<file path="src/verilog/awr_defines.svh">
// offsets, reset values and sizes of the address and window registers
`ifndef AWR_DEFINES_SVH
`define AWR_DEFINES_SVH
`define AWR_OFS_PTR_TOP 7'h74
`define AWR_OFS_PTR_HIGH 7'h75
`define AWR_OFS_PTR_MID 7'h76
`define AWR_OFS_PTR_LOW 7'h77
`define AWR_OFS_WINDOW 7'h78
`define AWR_PTR_RESET 12'h0000
`define AWR_PTR_MAX 12'h0FFF
`define AWR_PTR_ONE 12'h0001
`define AWR_TOP_NIBBLE 4'h0
`define AWR_NIBBLE_ZERO 4'h0
`define AWR_STACK_DEPTH 8
`define AWR_SP_RESET 3'h0
`define AWR_SP_ONE 3'h1
`endif

</file>
<file path="src/verilog/awr_pkg.sv">
// types shared by the address and window register block
package awr_pkg;
   // operations decoded by the instruction sequencer
   typedef enum logic [3:0] {
      AWR_OP_NONE = 4'h0,
      AWR_OP_INC = 4'h1,
      AWR_OP_PUSH = 4'h2,
      AWR_OP_POP = 4'h3,
      AWR_OP_TREAD = 4'h4,
      AWR_OP_BR = 4'h5,
      AWR_OP_CALL = 4'h6,
      AWR_OP_FREAD = 4'h7,
      AWR_OP_FWRITE = 4'h8
   } awr_op_type;
   // system register access from the sequencer
   typedef struct packed {
      logic wr;
      logic rd;
      logic [6:0] addr;
      logic [3:0] wdata;
   } awr_sys_req_type;
   // table read sequence
   typedef enum logic {
      AWR_IDLE = 1'b0,
      AWR_FETCH = 1'b1
   } awr_state_type;
endpackage

</file>
<file path="src/verilog/awr_stack.sv">
// address stack with stack pointer used by pointer push and pop
`timescale 1ns/1ns
`include "awr_defines.svh"
module awr_stack
   import awr_pkg::*;
(
   input wire logic clk_i,
   input wire logic nrst_i,
   input wire logic en_i,
   input wire logic push_i,
   input wire logic pop_i,
   input wire logic [11:0] wdata_i,
   output logic [11:0] rdata_o,
   output logic [2:0] sp_o
);
   logic [11:0] entry [`AWR_STACK_DEPTH]; // stack storage
   logic [11:0] next_entry [`AWR_STACK_DEPTH];
   logic [2:0] sp; // stack pointer
   logic [2:0] next_sp;
   logic [2:0] push_sp; // pointer after decrement

   // next stack pointer and entries
   always_comb begin
      push_sp = sp - `AWR_SP_ONE;
      next_sp = sp;
      next_entry = entry;
      if (push_i) begin
         next_sp = push_sp;
         next_entry[push_sp] = wdata_i;
      end else if (pop_i) begin
         next_sp = sp + `AWR_SP_ONE;
      end
   end

   // stack pointer register
   always_ff @(posedge clk_i) begin
      if (!nrst_i) begin
         sp <= `AWR_SP_RESET;
      end else if (en_i) begin
         sp <= next_sp;
      end
   end

   // entries keep contents across resets
   always_ff @(posedge clk_i) begin
      if (en_i) begin
         entry <= next_entry;
      end
   end

   // pop reads the entry at the current pointer
   assign rdata_o = entry[sp];
   assign sp_o = sp;
endmodule

</file>
<file path="src/verilog/awr_core.sv">
// program-memory pointer and window register of the cpu system registers
// Contract
// - pointer in four nibbles, top reads zero
// - pointer clears on all three resets
// - table read fetches word at pointer
// - push decrements stack pointer, then stores
// - pop loads pointer, then increments stack pointer
// - indirect branch jumps to pointer
// - indirect call enters subroutine at pointer
// - increment wraps 0FFF to 0000
// - pointer written and read via data buffer
// - one 4-bit window register in system space
// - file read copies file nibble to window
// - file write copies window to file
// - no index modification of these addresses
`timescale 1ns/1ns
`include "awr_defines.svh"
module awr_core
   import awr_pkg::*;
(
   input wire logic clk_i,
   input wire logic nrst_i,
   input wire logic ce_i,
   input wire logic clock_stop_i,
   input wire logic ce_reset_i,
   input wire awr_op_type op_i,
   input wire logic [6:0] rf_addr_i,
   input wire logic [3:0] rf_rdata_i,
   input wire awr_sys_req_type sys_i,
   input wire logic [15:0] rom_data_i,
   input wire logic dbf_ptr_load_i,
   input wire logic [11:0] dbf_ptr_data_i,
   output logic [3:0] sys_rdata_o,
   output logic [11:0] program_pointer_o,
   output logic [3:0] window_o,
   output logic rf_wr_o,
   output logic [6:0] rf_addr_o,
   output logic [3:0] rf_wdata_o,
   output logic rom_rd_o,
   output logic [11:0] rom_addr_o,
   output logic dbf_load_o,
   output logic [15:0] dbf_data_o,
   output logic pc_load_o,
   output logic call_o,
   output logic [11:0] pc_target_o,
   output logic [2:0] sp_o
);
   // read decode for the system register nibbles
   function automatic logic [3:0] sys_read(input logic [6:0] addr, input logic [11:0] ptr,
                                           input logic [3:0] win);
      logic [3:0] val;
      val = `AWR_NIBBLE_ZERO;
      // top nibble is wired to zero and holds no storage
      unique case (addr)
         `AWR_OFS_PTR_TOP: val = `AWR_TOP_NIBBLE;
         `AWR_OFS_PTR_HIGH: val = ptr[11:8];
         `AWR_OFS_PTR_MID: val = ptr[7:4];
         `AWR_OFS_PTR_LOW: val = ptr[3:0];
         `AWR_OFS_WINDOW: val = win;
         default: val = `AWR_NIBBLE_ZERO;
      endcase
      return val;
   endfunction

   logic [11:0] program_pointer; // the 12-bit pointer
   logic [11:0] next_program_pointer;
   logic [3:0] window_transfer_reg; // window nibble, no reset
   logic [3:0] next_window_transfer_reg;
   logic [11:0] stack_rdata; // entry at stack pointer
   logic do_push; // stack push strobe
   logic do_pop; // stack pop strobe
   awr_state_type state; // table read sequence
   awr_state_type next_state;
   logic [3:0] sys_rdata;
   logic [3:0] next_sys_rdata;
   logic rf_wr;
   logic next_rf_wr;
   logic [6:0] rf_addr;
   logic [6:0] next_rf_addr;
   logic [3:0] rf_wdata;
   logic [3:0] next_rf_wdata;
   logic rom_rd;
   logic next_rom_rd;
   logic [11:0] rom_addr;
   logic [11:0] next_rom_addr;
   logic dbf_load;
   logic next_dbf_load;
   logic [15:0] dbf_data;
   logic [15:0] next_dbf_data;
   logic pc_load;
   logic next_pc_load;
   logic call;
   logic next_call;
   logic [11:0] pc_target;
   logic [11:0] next_pc_target;

   // stack strobes straight from the op decode
   // a clearing pulse does not hold back a push or pop
   assign do_push = (op_i == AWR_OP_PUSH);
   assign do_pop = (op_i == AWR_OP_POP);

   // address stack and its pointer
   // entries survive every reset; the stack pointer clears on nrst_i only
   awr_stack u_stack (
      .clk_i(clk_i),
      .nrst_i(nrst_i),
      .en_i(ce_i),
      .push_i(do_push),
      .pop_i(do_pop),
      .wdata_i(program_pointer),
      .rdata_o(stack_rdata),
      .sp_o(sp_o)
   );

   // next pointer value
   // clearing pulses win over every pointer op, so a pointer update in that cycle is lost
   // a data buffer load wins over a nibble write in the same cycle
   always_comb begin
      next_program_pointer = program_pointer;
      if (clock_stop_i || ce_reset_i) begin
         next_program_pointer = `AWR_PTR_RESET;
      end else if (op_i == AWR_OP_INC) begin
         // 12-bit add wraps 0FFF to 0000 on its own
         next_program_pointer = program_pointer + `AWR_PTR_ONE;
      end else if (op_i == AWR_OP_POP) begin
         next_program_pointer = stack_rdata;
      end else if (dbf_ptr_load_i) begin
         next_program_pointer = dbf_ptr_data_i;
      end else if (sys_i.wr) begin
         // nibble writes; the top nibble ignores writes
         unique case (sys_i.addr)
            `AWR_OFS_PTR_HIGH: next_program_pointer[11:8] = sys_i.wdata;
            `AWR_OFS_PTR_MID: next_program_pointer[7:4] = sys_i.wdata;
            `AWR_OFS_PTR_LOW: next_program_pointer[3:0] = sys_i.wdata;
            default: next_program_pointer = program_pointer;
         endcase
      end
   end

   // pointer register
   always_ff @(posedge clk_i) begin
      if (!nrst_i) begin
         program_pointer <= `AWR_PTR_RESET;
      end else if (ce_i) begin
         program_pointer <= next_program_pointer;
      end
   end

   // next window value
   always_comb begin
      next_window_transfer_reg = window_transfer_reg;
      if (op_i == AWR_OP_FREAD) begin
         next_window_transfer_reg = rf_rdata_i;
      end else if (sys_i.wr && sys_i.addr == `AWR_OFS_WINDOW) begin
         next_window_transfer_reg = sys_i.wdata;
      end
   end

   // window register has no reset and ignores stop and ce resets
   // software must load the window before its first file write
   always_ff @(posedge clk_i) begin
      if (ce_i) begin
         window_transfer_reg <= next_window_transfer_reg;
      end
   end

   // next read nibble for system register reads
   always_comb begin
      next_sys_rdata = sys_rdata;
      if (sys_i.rd) begin
         // unmapped offsets answer zero
         next_sys_rdata = sys_read(sys_i.addr, program_pointer, window_transfer_reg);
      end
   end

   // read nibble register
   always_ff @(posedge clk_i) begin
      if (!nrst_i) begin
         sys_rdata <= `AWR_NIBBLE_ZERO;
      end else if (ce_i) begin
         sys_rdata <= next_sys_rdata;
      end
   end

   // table read sequence: request, then hand the word over
   // a second table read during the fetch is dropped, so the
   // sequencer leaves one idle cycle between two of them
   always_comb begin
      next_state = state;
      next_rom_rd = 1'b0;
      next_rom_addr = rom_addr;
      next_dbf_load = 1'b0;
      next_dbf_data = dbf_data;
      unique case (state)
         AWR_IDLE: begin
            if (op_i == AWR_OP_TREAD) begin
               next_rom_rd = 1'b1;
               next_rom_addr = program_pointer;
               next_state = AWR_FETCH;
            end
         end
         AWR_FETCH: begin
            // rom answers in the same cycle as the read strobe
            next_dbf_data = rom_data_i;
            next_dbf_load = 1'b1;
            next_state = AWR_IDLE;
         end
      endcase
   end

   // table read registers
   always_ff @(posedge clk_i) begin
      if (!nrst_i) begin
         state <= AWR_IDLE;
         rom_rd <= 1'b0;
         rom_addr <= `AWR_PTR_RESET;
         dbf_load <= 1'b0;
         dbf_data <= 16'h0000;
      end else if (ce_i) begin
         state <= next_state;
         rom_rd <= next_rom_rd;
         rom_addr <= next_rom_addr;
         dbf_load <= next_dbf_load;
         dbf_data <= next_dbf_data;
      end
   end

   // indirect branch and call towards the program counter
   always_comb begin
      next_pc_load = 1'b0;
      next_call = 1'b0;
      next_pc_target = pc_target;
      if (op_i == AWR_OP_BR || op_i == AWR_OP_CALL) begin
         next_pc_load = 1'b1;
         next_call = (op_i == AWR_OP_CALL);
         // pointer taken as it stands, never index-modified
         next_pc_target = program_pointer;
      end
   end

   // branch registers
   always_ff @(posedge clk_i) begin
      if (!nrst_i) begin
         pc_load <= 1'b0;
         call <= 1'b0;
         pc_target <= `AWR_PTR_RESET;
      end else if (ce_i) begin
         pc_load <= next_pc_load;
         call <= next_call;
         pc_target <= next_pc_target;
      end
   end

   // file write: window nibble to the named file location
   always_comb begin
      next_rf_wr = 1'b0;
      next_rf_addr = rf_addr;
      next_rf_wdata = rf_wdata;
      if (op_i == AWR_OP_FWRITE) begin
         next_rf_wr = 1'b1;
         next_rf_addr = rf_addr_i;
         next_rf_wdata = window_transfer_reg;
      end
   end

   // file write registers
   always_ff @(posedge clk_i) begin
      if (!nrst_i) begin
         rf_wr <= 1'b0;
         rf_addr <= 7'h00;
         rf_wdata <= `AWR_NIBBLE_ZERO;
      end else if (ce_i) begin
         rf_wr <= next_rf_wr;
         rf_addr <= next_rf_addr;
         rf_wdata <= next_rf_wdata;
      end
   end

   // mirrors of the pointer and window for the data buffer side
   // window mirror shows zero only while nrst_i holds, then follows the undefined window
   always_ff @(posedge clk_i) begin
      if (!nrst_i) begin
         window_o <= `AWR_NIBBLE_ZERO;
         program_pointer_o <= `AWR_PTR_RESET;
      end else if (ce_i) begin
         window_o <= next_window_transfer_reg;
         program_pointer_o <= next_program_pointer;
      end
   end

   // outputs come straight from the registers above
   assign sys_rdata_o = sys_rdata;
   assign rf_wr_o = rf_wr;
   assign rf_addr_o = rf_addr;
   assign rf_wdata_o = rf_wdata;
   assign rom_rd_o = rom_rd;
   assign rom_addr_o = rom_addr;
   assign dbf_load_o = dbf_load;
   assign dbf_data_o = dbf_data;
   assign pc_load_o = pc_load;
   assign call_o = call;
   assign pc_target_o = pc_target;
endmodule

</file>
<file path="config.mk">
export PLATFORM = sky130hd
export DESIGN_NAME = awr_core
export DESIGN_NICKNAME = d
export VERILOG_FILES = /design/src/verilog/awr_pkg.sv /design/src/verilog/awr_stack.sv /design/src/verilog/awr_core.sv
export VERILOG_INCLUDE_DIRS = /design/src /design/src/verilog
export SDC_FILE = /design/constraint.sdc
export NUM_CORES = 1
export LEC_CHECK = 0
export BUFFER_PORTS_ARGS = -buffer_cell sky130_fd_sc_hd__buf_4
export CAP_MARGIN = 20
export CORE_AREA = 2 2 134 136
export DETAILED_ROUTE_END_ITERATION = 7
export DIE_AREA = 0 0 136 138
export GPL_TIMING_DRIVEN = 0
export PLACE_DENSITY = 0.66
export SLEW_MARGIN = 10
export SYNTH_ARGS = -nofsm -noshare
export SYNTH_HDL_FRONTEND = slang
export SYNTH_SLANG_ARGS = --single-unit
</file>
<file path="constraint.sdc">
create_clock -name clk_i -period 3.1 [get_ports clk_i]
set_input_delay 0.155 -clock clk_i [delete_from_list [all_inputs] [get_ports clk_i]]
set_output_delay 0.155 -clock clk_i [all_outputs]
set_load 0.01 [all_outputs]
</file>
==> impl_results.md <==
* Final Hold Viols at 0
* Via/cell ratio at about 5.6
* Req. time, crit path at roughly 3200 ps
* Largest Register: u_stack.entry
* Top cell type's share of synthesized area at a little under 40%
* Rows at between 40 and 50
* Async SR Flop Fraction at 0%
* Die X at around 140 µm
* R2R depth at 7
* Initial Util at 43.6%
* Maximum VDD drop at roughly 0.00036 V
* Static Leak at between 3 and 4 nW
* Syn_nets at just under 700
* Pwr Density at about 500 mW/mm²
* Vias in the first global route at 6017
* RSZ-0062 raised after global routing: no
* Post-route DRC violation count at 0
* Clock latency on the worst-skew pair at about 430 ps
* First DRT Iteration DRCs at around 450
* Worst Max-Slew Pin Slew at ~1000 ps
* Synth Instances at between 600 and 700
* Min-delay src: rom_data_i[15]
* Clk buf depth at 2
* Synth Area in Compound Gates at 9.90%
* Status: complete, no violations
* Main flop type after synthesis: edfxtp_1
* Die area at 0.0188 mm²
* Vias at approximately 6000
* Tot Pwr at slightly below 5 mW
* Area leader, netlist: edfxtp_1
* Critical path launch point type: flip-flop
* Warnings, synthesis at 0
* Wire per inst at 20.7 µm
* Drt first pass iters at 5
* CTS tree: yes
* CTS clk-pin slew, worst paths at approximately 60 ps
* CTS sink cnt at ~180
* Max-slew violations at 0
* Post-synth EDFFs at 100
* Simple-gate share of the synthesized area at between 10 and 15%
* Layout cells sized above 1 at a little over a quarter
* Final GP Congestion at roughly 0.93
* N_diodes at 0
* Commonest non-fill, non-tap cell in the layout: buf_4
* Count of final setup violators at 0
* Top Ports at between 100 and 150
* Max reg flops at 96
* First-pass GRT wire length at 33500 µm
* Root buf cell: clkbuf_16
* Main combinational cell family by area after synthesis: multiplexers
* Reg2reg start: u_stack.sp_o[1]
* Final nets at a little under 900
* H-tree depth at 4
* Fin crit share at a little over nine tenths
* Largest net degree at the start of global routing at 18
* Die height at between 100 and 150 µm
* CTS Buf Count at 17
* Most frequent cells in the layout: buf_4 (146), edfxtp_1 (100), dfxtp_1 (79), mux2i_1 (66), nand2_1 (64)
* Area contributors post-synth: edfxtp_1 (39%), dfxtp_1 (21%), mux2i_1 (8.6%)
* Final WL at ~22000 µm
* Syn_area_per_cell at between 10 and 15 µm²
* Max_slew headroom at 29.1%
* Core Area at about 0.018 mm²
* Postcts setup bufs at 0
* WHS at between 3 and 4 ps
* Hold Path Stages at 3
* Final HPWL DP at between 15000 and 20000 µm
* Post-route setup TNS at 0 ps
* Total grt overflow at 0
* Synth Register Bits at 179
* Synth Area in XOR/XNOR at roughly 1.3%
* Time the worst path needs with I/O delays and setup at about 3000 ps
* Share of the yosys chip area belonging to registers at roughly three fifths
* Hold Crit Endpoint: dbf_data_o[15]
* Path type of the worst setup path: reg -> reg
* Reg2Reg Capture Point: u_stack.entry[27]
* Antenna violations before repair at 0
* Reg2reg setup slack at between 100 and 150 ps
* Mux contribution to synthesized area at 12.7%
* Max Clock Freq at approximately 0.34 GHz
* Worst hold path type: in -> reg
* Worst EP arrival at between 3000 and 4000 ps
* CP max FO at 12
* Antenna-violating nets left at 0
* Final core utilization at 56.0%
* Cell area after synthesis at between 0.007 and 0.008 mm²
* P&R area growth vs syn at 28.5%
* Synth Area in Adders at less than 1%
* Yosys cell types at between 60 and 70
* Setup crit end kind: flip-flop
* Max-cap violations at 0
* Overall Global Routing Usage at approximately a quarter
* Port-buffer cells at 137
* Clock Skew at about 12 ps
[stage by stage]
stage,instances,worst slack [ps],area [µm²]
after detailed placement,999,92.7,9040
after floorplan,628,431,7650
after global routing,1052,21.8,9820
after CTS,1052,71.7,9820
final,1052,145,9820
after global placement,994,-649,8960
[critical path, stage by stage (launching register included)]
cell	delay (ps)
dfxtp_1	510
buf_4	280
buf_4	250
inv_1	110
ha_1	240
xor2_1	300
nand2_1	160
nor2_2	680
[how the worst max path moves through the flow]
| stage | from | to | slack, ps | depth (start not counted) |
|---|---|---|---|---|
| 2_1_floorplan | u_stack.sp_o[0] | u_stack.entry[0] | 430 | 6 |
| 3_3_place_gp | u_stack.sp_o[1] | u_stack.entry[2] | -650 | 6 |
| 3_5_place_dp | u_stack.sp_o[1] | u_stack.entry[84] | 90 | 8 |
| 4_1_cts | u_stack.sp_o[1] | u_stack.entry[87] | 70 | 8 |
| 5_1_grt | u_stack.sp_o[1] | u_stack.entry[75] | 20 | 7 |
| 6_report | u_stack.sp_o[1] | u_stack.entry[27] | 150 | 7 |
[where the power goes]
| group | switching, mW | internal, mW |
|---|---|---|
| Combinational | 0.179 | 0.165 |
| Sequential | 0.0297 | 2.51 |
| Clock | 0.856 | 1.19 |
[synth_stat cells (all sizes together), types with 2 or more instances]
master and instances:
and4 2, nand4 4, nor2 61, or3 4
nor3b 2, ha 3, edfxtp 100, a22oi 9
a22o 5, mux2i 66, nand3 11, nand2b 8
nor4 4, a211oi 9, a21oi 42, and2 3
nor2b 9, clkbuf 14, inv 4, xor2 6
o21ai 5, and3 3, a21boi 2, mux2 7
buf 24, dfxtp 79, nand4b 3, nor3 9
o22ai 10, a31oi 6, a32o 3, a211o 5
o211ai 2, a221oi 2, nand4bb 2, xnor2 5
a21o 4, nand2 65, mux4 10
[per-layer routing]
| layer | up-vias | wire length (µm) | GRT usage (%) |
|---|---|---|---|
| li1 | 2699 | - | - |
| met1 | 2828 | 8960 | 30.6 |
| met2 | 283 | 10500 | 38.3 |
| met3 | 35 | 1790 | 7.15 |
| met4 | 0 | 499 | 8.28 |
| met5 | - | 0 | 0 |
[layout make-up]
cell class | instances | area (µm²)
flip-flops and latches | 179 | 4580
multi-input cells | 406 | 2860
fillers | 1498 | 7710
clock inverters | 4 | 21.3
inverters | 5 | 18.8
repair buffers | 164 | 1300
plain buffers | 38 | 218
clock buffers | 27 | 541
well taps | 229 | 287
[what timing repair did]
item | 4_1_cts | 5_1_grt
setup endpoints to repair | 0 | 6
endpoints found under the hold margin | 22 | 0
gates resized for setup | 0 | 1
hold buffers | 22 | 0
[kinds of logic (layout without fill, tap and decap cells)]
logic type,after synthesis,after routing
compound gates,113,113
xor+xnor,11,11
fa+ha+maj,3,3
buf+inv,43,238
flops,179,179
mux,83,83
simple gates,196,196
Note: power is estimated with default switching activity, not from simulation.
